==> src/shared/cau_pkg.sv <==
// Purpose: shared constants and types for the core alu instruction subset
// Assumes: 8-bit data path, two 16-bit indirect pointers
// Notes:   widths, offsets, field positions and the accumulator, pointer and byte reset values live here
package cau_pkg;

  // instruction selector driven by the decoder
  typedef enum logic [2:0] {
    op_pointer_offset_add,
    op_and_immediate,
    op_add_immediate,
    op_and_with_file,
    op_add_with_file,
    op_arith_shift_right,
    op_add_with_carry_file,
    op_bit_clear_in_file
  } cau_op_type;

  // widths and field positions
  localparam int unsigned DATA_W      = 8;
  localparam int unsigned PTR_W       = 16;
  localparam int unsigned ADDR_W      = 7;
  localparam int unsigned OFS_W       = 6;
  localparam int unsigned OFS_SIGN    = 5;
  localparam int unsigned PTR_MSB     = 15;
  localparam int unsigned NIB_MSB     = 3;

  // file addresses that stand for the indirect operand of each pointer
  localparam logic [6:0]  IND0_ADDR   = 7'h00;
  localparam logic [6:0]  IND1_ADDR   = 7'h01;

  // values after reset
  localparam logic [7:0]  ACC_RST     = 8'h00;
  localparam logic [15:0] PTR_RST     = 16'h0000;
  localparam logic [7:0]  ZERO_BYTE   = 8'h00;

  // extra cycles taken by an indirect access with pointer msb set
  localparam int unsigned EXTRA_CYC   = 1;

  // sign-extend the 6-bit pointer offset to pointer width
  function automatic logic [15:0] sext_offset(input logic [5:0] k);
    sext_offset = {{(PTR_W - OFS_W){k[OFS_SIGN]}}, k};
  endfunction : sext_offset

endpackage : cau_pkg

==> src/shared/cau_alu_if.sv <==
// Purpose: carries operands and results between control and alu unit
// Assumes: purely combinational alu on the far side
// Notes:   one instance inside the top module
`timescale 1ns/1ps
interface cau_alu_if;
  cau_pkg::cau_op_type op;
  logic [7:0]          a;
  logic [7:0]          b;
  logic                cin;
  logic [2:0]          bit_idx;
  logic [7:0]          result;
  logic                carry;
  logic                half;
  logic                zero;

  modport alu  (input op, a, b, cin, bit_idx, output result, carry, half, zero);
  modport ctl  (output op, a, b, cin, bit_idx, input result, carry, half, zero);
endinterface : cau_alu_if

==> src/verilog/cau_alu_unit.sv <==
// Purpose: combinational result and flag generation for the subset
// Assumes: operands already selected by the control module
// Notes:   flag update masks are decided by the caller
`timescale 1ns/1ps
module cau_alu_unit (
  cau_alu_if.alu       alu
);

  // 9-bit add used for the full byte and again for the low nibble
  function automatic logic [8:0] add9(input logic [7:0] x, input logic [7:0] y, input logic c);
    add9 = {1'b0, x} + {1'b0, y} + {8'h00, c};
  endfunction : add9

  wire [8:0] sum_full  = add9(alu.a, alu.b, alu.cin);
  wire [8:0] sum_nib   = add9({4'h0, alu.a[3:0]}, {4'h0, alu.b[3:0]}, alu.cin);
  wire [7:0] clr_mask  = ~(8'h01 << alu.bit_idx);
  wire [7:0] asr_val   = {alu.a[7], alu.a[7:1]};

  // result select
  always_comb begin
    alu.result = cau_pkg::ZERO_BYTE;
    alu.carry  = 1'b0;
    alu.half   = 1'b0;
    case (alu.op)
      cau_pkg::op_and_immediate,
      cau_pkg::op_and_with_file:       alu.result = alu.a & alu.b;
      cau_pkg::op_add_immediate,
      cau_pkg::op_add_with_file,
      cau_pkg::op_add_with_carry_file: begin
        alu.result = sum_full[7:0];
        alu.carry  = sum_full[8];
        alu.half   = sum_nib[cau_pkg::NIB_MSB + 1];
      end
      cau_pkg::op_arith_shift_right:   begin
        alu.result = asr_val;
        alu.carry  = alu.a[0];
      end
      cau_pkg::op_bit_clear_in_file:   alu.result = alu.a & clr_mask;
      default:                         alu.result = cau_pkg::ZERO_BYTE;
    endcase
  end

  // null-result flag
  assign alu.zero = (alu.result == cau_pkg::ZERO_BYTE);

endmodule : cau_alu_unit

==> src/verilog/cau_alu_top.sv <==
// Purpose: executes the alu instruction subset on w, file data and pointers
// Assumes: decoder and data memory on the same clock; file read is combinational
// Notes:   one instruction per cycle, two when an indirect access needs the extra cycle
`timescale 1ns/1ps
module cau_alu_top (
  // clock and reset
  input  wire logic                clock,
  input  wire logic                srst,
  // decoder request
  input  wire logic                op_valid,
  output logic                     op_ready,
  input  wire cau_pkg::cau_op_type op_code,
  input  wire logic [7:0]          op_literal,
  input  wire logic [6:0]          op_file_addr,
  input  wire logic [2:0]          op_bit_idx,
  input  wire logic                op_dest_sel,
  input  wire logic                op_ptr_sel,
  // data memory
  output logic [6:0]               file_rd_addr,
  input  wire logic [7:0]          file_rdata,
  output logic                     file_we,
  output logic [6:0]               file_waddr,
  output logic [7:0]               file_wdata,
  // architectural state
  output logic [7:0]               accum,
  output logic [15:0]              indirect_pointer0,
  output logic [15:0]              indirect_pointer1,
  output logic                     carry_bit,
  output logic                     half_byte_overflow_bit,
  output logic                     zero_bit,
  output logic                     op_done
);

  cau_alu_if alu_bus ();

  cau_alu_unit u_alu (
    .alu (alu_bus.alu)
  );

  // state registers
  logic [7:0]          acc_reg;
  logic [15:0]         ptr0_reg;
  logic [15:0]         ptr1_reg;
  logic                c_reg;
  logic                dc_reg;
  logic                z_reg;
  logic                stall_reg;
  logic                we_reg;
  logic [6:0]          waddr_reg;
  logic [7:0]          wdata_reg;
  logic                done_reg;
  cau_pkg::cau_op_type hold_op_reg;
  logic [7:0]          hold_lit_reg;
  logic [6:0]          hold_addr_reg;
  logic [2:0]          hold_bit_reg;
  logic                hold_dest_reg;
  logic                hold_psel_reg;

  // current instruction fields, held ones during the extra cycle
  cau_pkg::cau_op_type x_op;
  wire [7:0]  x_lit   = stall_reg ? hold_lit_reg  : op_literal;
  wire [6:0]  x_addr  = stall_reg ? hold_addr_reg : op_file_addr;
  wire [2:0]  x_bit   = stall_reg ? hold_bit_reg  : op_bit_idx;
  wire        x_dest  = stall_reg ? hold_dest_reg : op_dest_sel;
  wire        x_psel  = stall_reg ? hold_psel_reg : op_ptr_sel;
  assign x_op = stall_reg ? hold_op_reg : op_code;

  // instruction class decode
  wire is_ptr   = (x_op == cau_pkg::op_pointer_offset_add);
  wire is_imm   = (x_op == cau_pkg::op_and_immediate) || (x_op == cau_pkg::op_add_immediate);
  wire is_file  = !is_ptr && !is_imm;
  wire is_bclr  = (x_op == cau_pkg::op_bit_clear_in_file);
  wire is_asr   = (x_op == cau_pkg::op_arith_shift_right);
  wire is_and   = (x_op == cau_pkg::op_and_immediate) || (x_op == cau_pkg::op_and_with_file);
  wire is_add   = (x_op == cau_pkg::op_add_immediate) || (x_op == cau_pkg::op_add_with_file)
                  || (x_op == cau_pkg::op_add_with_carry_file);

  // extra cycle when an indirect operand is reached through a high pointer
  wire hit_ind0    = (x_addr == cau_pkg::IND0_ADDR) && ptr0_reg[cau_pkg::PTR_MSB];
  wire hit_ind1    = (x_addr == cau_pkg::IND1_ADDR) && ptr1_reg[cau_pkg::PTR_MSB];
  wire needs_extra = op_valid && !stall_reg && is_file && (hit_ind0 || hit_ind1);
  wire exec        = stall_reg || (op_valid && !needs_extra);
  assign op_ready  = !stall_reg;

  // operand routing into the alu
  wire dest_file = is_file && (x_dest || is_bclr);
  assign alu_bus.op      = x_op;
  assign alu_bus.a       = (is_asr || is_bclr) ? file_rdata : acc_reg;
  assign alu_bus.b       = is_imm ? x_lit : file_rdata;
  assign alu_bus.cin     = (x_op == cau_pkg::op_add_with_carry_file) && c_reg;
  assign alu_bus.bit_idx = x_bit;

  // pointer sum, 16-bit truncation gives the wrap-around
  wire [15:0] ptr_cur = x_psel ? ptr1_reg : ptr0_reg;
  wire [15:0] ptr_sum = 16'(ptr_cur + cau_pkg::sext_offset(x_lit[5:0]));

  // next values
  wire [7:0]  acc_next  = (exec && !is_ptr && !dest_file) ? alu_bus.result : acc_reg;
  wire        upd_c     = exec && (is_add || is_asr);
  wire        upd_dc    = exec && is_add;
  wire        upd_z     = exec && (is_add || is_asr || is_and);
  wire        c_next    = upd_c  ? alu_bus.carry : c_reg;
  wire        dc_next   = upd_dc ? alu_bus.half  : dc_reg;
  wire        z_next    = upd_z  ? alu_bus.zero  : z_reg;
  wire [15:0] ptr0_next = (exec && is_ptr && !x_psel) ? ptr_sum : ptr0_reg;
  wire [15:0] ptr1_next = (exec && is_ptr &&  x_psel) ? ptr_sum : ptr1_reg;

  // architectural state
  always_ff @(posedge clock) begin
    if (srst) begin
      acc_reg  <= cau_pkg::ACC_RST;
      ptr0_reg <= cau_pkg::PTR_RST;
      ptr1_reg <= cau_pkg::PTR_RST;
      c_reg    <= 1'b0;
      dc_reg   <= 1'b0;
      z_reg    <= 1'b0;
    end else begin
      acc_reg  <= acc_next;
      ptr0_reg <= ptr0_next;
      ptr1_reg <= ptr1_next;
      c_reg    <= c_next;
      dc_reg   <= dc_next;
      z_reg    <= z_next;
    end
  end

  // file write port and completion pulse
  always_ff @(posedge clock) begin
    if (srst) begin
      we_reg    <= 1'b0;
      waddr_reg <= 7'h00;
      wdata_reg <= cau_pkg::ZERO_BYTE;
      done_reg  <= 1'b0;
    end else begin
      we_reg    <= exec && dest_file;
      waddr_reg <= x_addr;
      wdata_reg <= alu_bus.result;
      done_reg  <= exec;
    end
  end

  // hold fields across the extra cycle
  always_ff @(posedge clock) begin
    if (srst) begin
      stall_reg     <= 1'b0;
      hold_op_reg   <= cau_pkg::op_and_immediate;
      hold_lit_reg  <= cau_pkg::ZERO_BYTE;
      hold_addr_reg <= 7'h00;
      hold_bit_reg  <= 3'h0;
      hold_dest_reg <= 1'b0;
      hold_psel_reg <= 1'b0;
    end else begin
      stall_reg     <= needs_extra;
      if (needs_extra) begin
        hold_op_reg   <= op_code;
        hold_lit_reg  <= op_literal;
        hold_addr_reg <= op_file_addr;
        hold_bit_reg  <= op_bit_idx;
        hold_dest_reg <= op_dest_sel;
        hold_psel_reg <= op_ptr_sel;
      end
    end
  end

  // outputs
  assign file_rd_addr           = x_addr;
  assign file_we                = we_reg;
  assign file_waddr             = waddr_reg;
  assign file_wdata             = wdata_reg;
  assign accum                  = acc_reg;
  assign indirect_pointer0      = ptr0_reg;
  assign indirect_pointer1      = ptr1_reg;
  assign carry_bit              = c_reg;
  assign half_byte_overflow_bit = dc_reg;
  assign zero_bit               = z_reg;
  assign op_done                = done_reg;

  // checks; low-nibble sum kept apart from the alu unit for the half carry check
  wire [4:0] nib_chk = {1'b0, acc_reg[3:0]} + {1'b0, alu_bus.b[3:0]} + {4'h0, alu_bus.cin};

  property p_ptr_add;
    @(posedge clock) disable iff (srst)
    exec && is_ptr && !x_psel |=> ptr0_reg == $past(ptr_sum) && ptr1_reg == $past(ptr1_reg);
  endproperty
  a_ptr_add: assert property (p_ptr_add) else $error("pointer add wrong");

  property p_ptr_wrap;
    @(posedge clock) disable iff (srst)
    exec && is_ptr && !x_psel && ptr0_reg == 16'hFFFF && x_lit[5:0] == 6'h01 |=> ptr0_reg == 16'h0000;
  endproperty
  a_ptr_wrap: assert property (p_ptr_wrap) else $error("pointer did not wrap");

  property p_and_imm;
    @(posedge clock) disable iff (srst)
    exec && x_op == cau_pkg::op_and_immediate |=>
      acc_reg == ($past(acc_reg) & $past(x_lit)) && c_reg == $past(c_reg) && dc_reg == $past(dc_reg);
  endproperty
  a_and_imm: assert property (p_and_imm) else $error("and immediate wrong");

  property p_add_imm;
    @(posedge clock) disable iff (srst)
    exec && x_op == cau_pkg::op_add_immediate |=>
      {c_reg, acc_reg} == 9'({1'b0, $past(acc_reg)} + {1'b0, $past(x_lit)});
  endproperty
  a_add_imm: assert property (p_add_imm) else $error("add immediate wrong");

  property p_dest_file;
    @(posedge clock) disable iff (srst)
    exec && is_file && x_dest |=> file_we && file_waddr == $past(x_addr) && acc_reg == $past(acc_reg);
  endproperty
  a_dest_file: assert property (p_dest_file) else $error("file destination wrong");

  property p_and_file;
    @(posedge clock) disable iff (srst)
    exec && x_op == cau_pkg::op_and_with_file && !x_dest |=>
      acc_reg == ($past(acc_reg) & $past(file_rdata)) && !file_we;
  endproperty
  a_and_file: assert property (p_and_file) else $error("and with file wrong");

  property p_add_file;
    @(posedge clock) disable iff (srst)
    exec && x_op == cau_pkg::op_add_with_file && x_dest |=>
      {c_reg, file_wdata} == 9'({1'b0, $past(acc_reg)} + {1'b0, $past(file_rdata)});
  endproperty
  a_add_file: assert property (p_add_file) else $error("add with file wrong");

  property p_asr;
    @(posedge clock) disable iff (srst)
    exec && is_asr && x_dest |=> file_wdata == {$past(file_rdata[7]), $past(file_rdata[7:1])}
      && c_reg == $past(file_rdata[0]);
  endproperty
  a_asr: assert property (p_asr) else $error("arithmetic shift wrong");

  property p_addc;
    @(posedge clock) disable iff (srst)
    exec && x_op == cau_pkg::op_add_with_carry_file && !x_dest |=>
      {c_reg, acc_reg} == 9'({1'b0, $past(acc_reg)} + {1'b0, $past(file_rdata)} + {8'h00, $past(c_reg)});
  endproperty
  a_addc: assert property (p_addc) else $error("add with carry wrong");

  property p_bclr;
    @(posedge clock) disable iff (srst)
    exec && is_bclr |=> file_we && file_wdata[$past(x_bit)] == 1'b0
      && (file_wdata | (8'h01 << $past(x_bit))) == ($past(file_rdata) | (8'h01 << $past(x_bit)))
      && z_reg == $past(z_reg) && c_reg == $past(c_reg) && dc_reg == $past(dc_reg);
  endproperty
  a_bclr: assert property (p_bclr) else $error("bit clear wrong");

  property p_extra;
    @(posedge clock) disable iff (srst)
    needs_extra |=> !op_ready && !op_done ##1 op_done && op_ready;
  endproperty
  a_extra: assert property (p_extra) else $error("extra cycle missing");

  property p_flags;
    @(posedge clock) disable iff (srst)
    exec && is_add && !x_dest |=> z_reg == (acc_reg == 8'h00)
      && dc_reg == $past(nib_chk[4]);
  endproperty
  a_flags: assert property (p_flags) else $error("add flags wrong");

  c_extra: cover property (@(posedge clock) disable iff (srst) needs_extra ##2 op_done);
  c_wrap:  cover property (@(posedge clock) disable iff (srst) exec && is_ptr && ptr_sum < ptr_cur);
  c_carry: cover property (@(posedge clock) disable iff (srst) exec && is_add && alu_bus.carry && alu_bus.zero);

endmodule : cau_alu_top

==> config.mk <==
export PLATFORM = sky130hd
export DESIGN_NAME = cau_alu_top
export DESIGN_NICKNAME = d
export VERILOG_FILES = /design/src/shared/cau_pkg.sv /design/src/shared/cau_alu_if.sv /design/src/verilog/cau_alu_unit.sv /design/src/verilog/cau_alu_top.sv
export SDC_FILE = /design/constraint.sdc
export NUM_CORES = 1
export LEC_CHECK = 0
export BUFFER_PORTS_ARGS = -buffer_cell sky130_fd_sc_hd__buf_2
export CAP_MARGIN = 25
export CORE_ASPECT_RATIO = 0.75
export CORE_UTILIZATION = 60
export DETAILED_ROUTE_END_ITERATION = 10
export MAX_ROUTING_LAYER = met4
export PLACE_DENSITY = 0.95
export SYNTH_ARGS = -nofsm -noshare
export SYNTH_HDL_FRONTEND = slang
export SYNTH_SLANG_ARGS = --single-unit
==> constraint.sdc <==
create_clock -name clock -period 9.48 [get_ports clock]
set_input_delay 0.474 -clock clock [delete_from_list [all_inputs] [get_ports clock]]
set_output_delay 0.474 -clock clock [all_outputs]
set_load 0.01 [all_outputs]
==> Flow_metrics.wiki <==
{| class="wikitable"
! Metric !! Value
|-
| Status || completed
|-
| TritonCTS sink count || 84
|-
| Met1 wire length || 6450 µm
|-
| Count of H-tree levels built during CTS || 3
|-
| DRC viols || 0
|-
| Met2 routed wirelength || 6740 µm
|-
| Weighted congestion reported at the end of routability-driven placement || between 0.9 and 1
|-
| Async set-reset flop share out of synthesis || 0%
|-
| Buffers inserted during post-CTS setup optimization || 0
|-
| Num ports || ~100
|-
| Final WL || about 15000 µm
|-
| Area of all sequential standard cells || 1680 µm²
|-
| Global route overflow || 0
|-
| Area of the die || about 9000 µm²
|-
| Final worst clock skew || approximately 11 ps
|-
| Critical path launch point type || flop
|-
| Post-synthesis adder-cell area fraction || under 10%
|-
| Fmax || around 260 MHz
|-
| Unrepaired setup endpoints after global routing || false
|-
| Placeable core region || 8020 µm²
|-
| Leakage Power || 2.53 nW
|-
| Final setup violation count || 0
|-
| Die W || roughly 110 µm
|-
| Antenna cells || 0
|-
| Logic depth of the worst setup path including buffers || 12
|-
| Seq cells post-synth || 84
|-
| Wire length on met3 || about 1500 µm
|-
| Number of detailed-route iterations in the first pass || 5
|-
| Buffer and inverter count on the worst path || 1
|-
| Share of cell area taken by muxes after synthesis || around an eighth
|-
| Via count of the routed design || 4995
|-
| Syn Area/Cell || 8.42 µm²
|-
| Portion of the post-synthesis area used by sequential elements || roughly a third
|-
| Drt first-iter violations || ~470
|-
| Fin. Hold Viols || 0
|-
| Via count normalized by instance count || 6.26
|-
| Kind of cell with the highest combined delay on the critical path || compound AO/OA/AOI/OAI gates
|-
| Largest net degree at the start of global routing || 84
|-
| Worst voltage drop across the vdd grid || around 0.13 mV
|-
| Area fraction in compound gates after synthesis || a little under a fifth
|-
| Site Rows || 28
|-
| Category of the worst setup path capture point || flop
|-
| Uppermost layer routed || met4
|-
| Summed negative setup slack over all endpoints || 0 ps
|-
| Die height || around 81 µm
|-
| Overall global routing resource usage || between 30% and 40%
|-
| Number of distinct library cells after synthesis || 65
|-
| First-pass GRT wire length || 23400 µm
|-
| Routed len/inst || around 19 µm
|-
| Number of antenna violations at the first check in global routing || 0
|-
| Clock Path Buffers || 2
|-
| Number of CTS-inserted buffers || 9
|-
| Worst setup slack after placement || roughly 5500 ps
|-
| Mapped Area || roughly 5000 µm²
|-
| Depth of the worst register-to-register path || 12
|-
| Chain of cells forming the critical path || buf_4, or2_2, o22a_1, mux2_2, ha_1, a21oi_1, nand2_1, a31oi_1, xnor2_1, a221o_1, a2111o_1, o31ai_2
|-
| Detailed placement HPWL || roughly 11000 µm
|-
| Max cap viols || 0
|-
| Remaining max-slew budget at the tightest pin || around two fifths
|-
| Final worst setup slack || between 5000 and 6000 ps
|-
| Share of synthesized cell area in and, or, nand and nor gates || between 20% and 30%
|-
| Number of nets with antenna violations after detailed routing || 0
|-
| Post_cts resized || 0
|-
| Worst Path Max Fanout || 48
|-
| Clock slew seen by the registers of the worst setup and hold paths || roughly 80 ps
|-
| Total nets after synthesis || between 600 and 700
|-
| Post-route worst hold slack || roughly 360 ps
|-
| Count of hold buffers inserted by post-cts repair || 0
|-
| Nets || about 750
|-
| Number of flops mapped to enable cells by yosys || 0
|-
| Crit path largest cell delay || roughly 450 ps
|-
| Synth warn || 0
|-
| Startpoint-to-endpoint class of the critical path || reg -> reg
|-
| Starting Density || 63.0%
|-
| Largest family of logic cells by synthesized area || simple AND/OR/NAND/NOR gates
|-
| Worst path slowest cell || sky130_fd_sc_hd__buf_4
|-
| Period Utilization, post-route || roughly two fifths
|-
| Xor/xnor cell area share of the yosys netlist || between 3 and 4%
|-
| Class of the most critical hold timing path || in -> reg
|-
| Area overhead of the layout relative to synthesis || 15.8%
|-
| Count of buffers inserted at the top-level ports || around 100
|-
| Count of cells along the worst hold path || 3
|-
| Slew Limit Fails || 0
|-
| Clock tree root buffer cell || sky130_fd_sc_hd__clkbuf_8
|-
| Slew at the pin closest to its max-slew limit || about 870 ps
|-
| Crit path arrival time || between 4000 and 5000 ps
|-
| Area taken by multi-input logic gates || 3210 µm²
|-
| Power per standard cell area || about 150 nW/µm²
|-
| Post-layout min period || 3910 ps
|-
| Filler instances || between 500 and 600
|-
| Clock tree from TritonCTS || done
|-
| Via count of the first global-routing pass || between 4000 and 5000
|-
| Worst EP required || about 10000 ps
|-
| Clock latency of the later-clocked register in the worst-skew pair || ~370 ps
|-
| Cell count after synthesis || 600
|-
| Most used flip-flop cell after synthesis || sky130_fd_sc_hd__dfxtp_1
|-
| Ratio of cells with drive above 1 in the final layout || between 20% and 30%
|}
-- report_power, final --
| group | leakage, nW | total, mW | internal, mW | switching [mW] |
|---|---|---|---|---|
| registers | 0.683 | 0.371 | 0.364 | 0.00690 |
| clock network | 0.120 | 0.310 | 0.174 | 0.135 |
| logic | 1.73 | 0.169 | 0.0688 | 0.100 |
| total | 2.53 | 0.850 | 0.608 | 0.243 |
-- worst register-to-register path: cells and delay by family (launching register included) --
| family | cells | cell delay, ps |
|---|---|---|
| AOI/OAI and AO/OA | 6 | 1820 |
| buffers and inverters | 1 | 450 |
| muxes | 1 | 400 |
| DFF | 1 | 360 |
| and+or+nand+nor | 2 | 330 |
| adders and majority gates | 1 | 330 |
| xor gates and xnor gates | 1 | 150 |
-- cells by family (layout without fill, tap and decap cells) --
group | count (synthesis) | after routing
and+or+nand+nor | 232 | 232
AOI/OAI and AO/OA | 138 | 138
DFF | 84 | 84
muxes | 61 | 61
buffers and inverters | 40 | 133
adders and majority gates | 26 | 26
xor gates and xnor gates | 19 | 19
-- synthesized netlist by cell type, drive strengths merged, types with 5 or more instances --
cell type | instances | share of area (%)
nor3 | 12 | 1.2
inv | 12 | 0.89
xnor2 | 14 | 2.4
o211ai | 8 | 1.2
a21oi | 55 | 5.4
clkbuf | 19 | 1.4
buf | 9 | 0.99
nor2b | 10 | 1.2
a21o | 7 | 1.0
ha | 22 | 5.4
nand3b | 11 | 1.6
and2 | 9 | 1.1
nor2 | 49 | 3.6
o21a | 6 | 0.89
or3 | 7 | 0.87
nand2 | 93 | 6.9
mux2 | 44 | 9.9
mux2i | 17 | 3.4
o21ai | 13 | 1.3
xor2 | 5 | 0.87
nand3 | 15 | 1.5
a211oi | 16 | 2.4
dfxtp | 84 | 33
nand2b | 9 | 1.1
-- final timing paths --
kind	start	slack [ps]	endpoint
setup / recovery	stall_reg	5570	zero_bit
hold / removal	op_literal[7]	360	hold_lit_reg[7]
setup reg to reg	stall_reg	5570	zero_bit
hold reg to reg	hold_lit_reg[0]	460	hold_lit_reg[0]
-- cell type report --
type                    instances  share of cell area, %
well taps                     105                   2.25
repair buffers                106                   9.28
clock buffers                   9                   2.12
clock inverters                 6                   1.92
multi-input cells             476                   54.9
inverters                      12                  0.770
flip-flops and latches         84                   28.7
-- through the flow --
step	util [%]	instances	area [µm²]	total power, mW
2_1_floorplan	-	600	5050	0.490
3_3_place_gp	70.0	783	5620	0.538
3_5_place_dp	70.0	783	5620	0.543
4_1_cts	72.9	798	5850	0.846
5_1_grt	72.9	798	5850	0.879
6_report	72.9	798	5850	0.850
-- layer usage --
layer / GRT usage [%] / up-vias
met4: 14.4 / 0
met2: 54.6 / 282
met1: 46.2 / 2364
met5: - / -
met3: 8.17 / 29
li1: - / 2320
-- cells in the final DEF, fill, tap and decap left out, types with 10 or more instances in the layout --
cell / netlist / layout
sky130_fd_sc_hd__ha_1: 22 / 22
sky130_fd_sc_hd__xnor2_1: 14 / 14
sky130_fd_sc_hd__nand3b_1: 11 / 11
sky130_fd_sc_hd__o21ai_0: 13 / 13
sky130_fd_sc_hd__a21oi_1: 55 / 55
sky130_fd_sc_hd__buf_2: 4 / 101
sky130_fd_sc_hd__nor2_1: 49 / 49
sky130_fd_sc_hd__a211oi_1: 16 / 16
sky130_fd_sc_hd__inv_1: 12 / 12
sky130_fd_sc_hd__nand3_1: 15 / 15
sky130_fd_sc_hd__mux2_2: 43 / 43
sky130_fd_sc_hd__nor3_1: 12 / 11
sky130_fd_sc_hd__dfxtp_1: 84 / 84
sky130_fd_sc_hd__nor2b_1: 10 / 10
sky130_fd_sc_hd__nand2_1: 93 / 93
sky130_fd_sc_hd__mux2i_1: 17 / 16
Power figures use the tool's default switching activity.
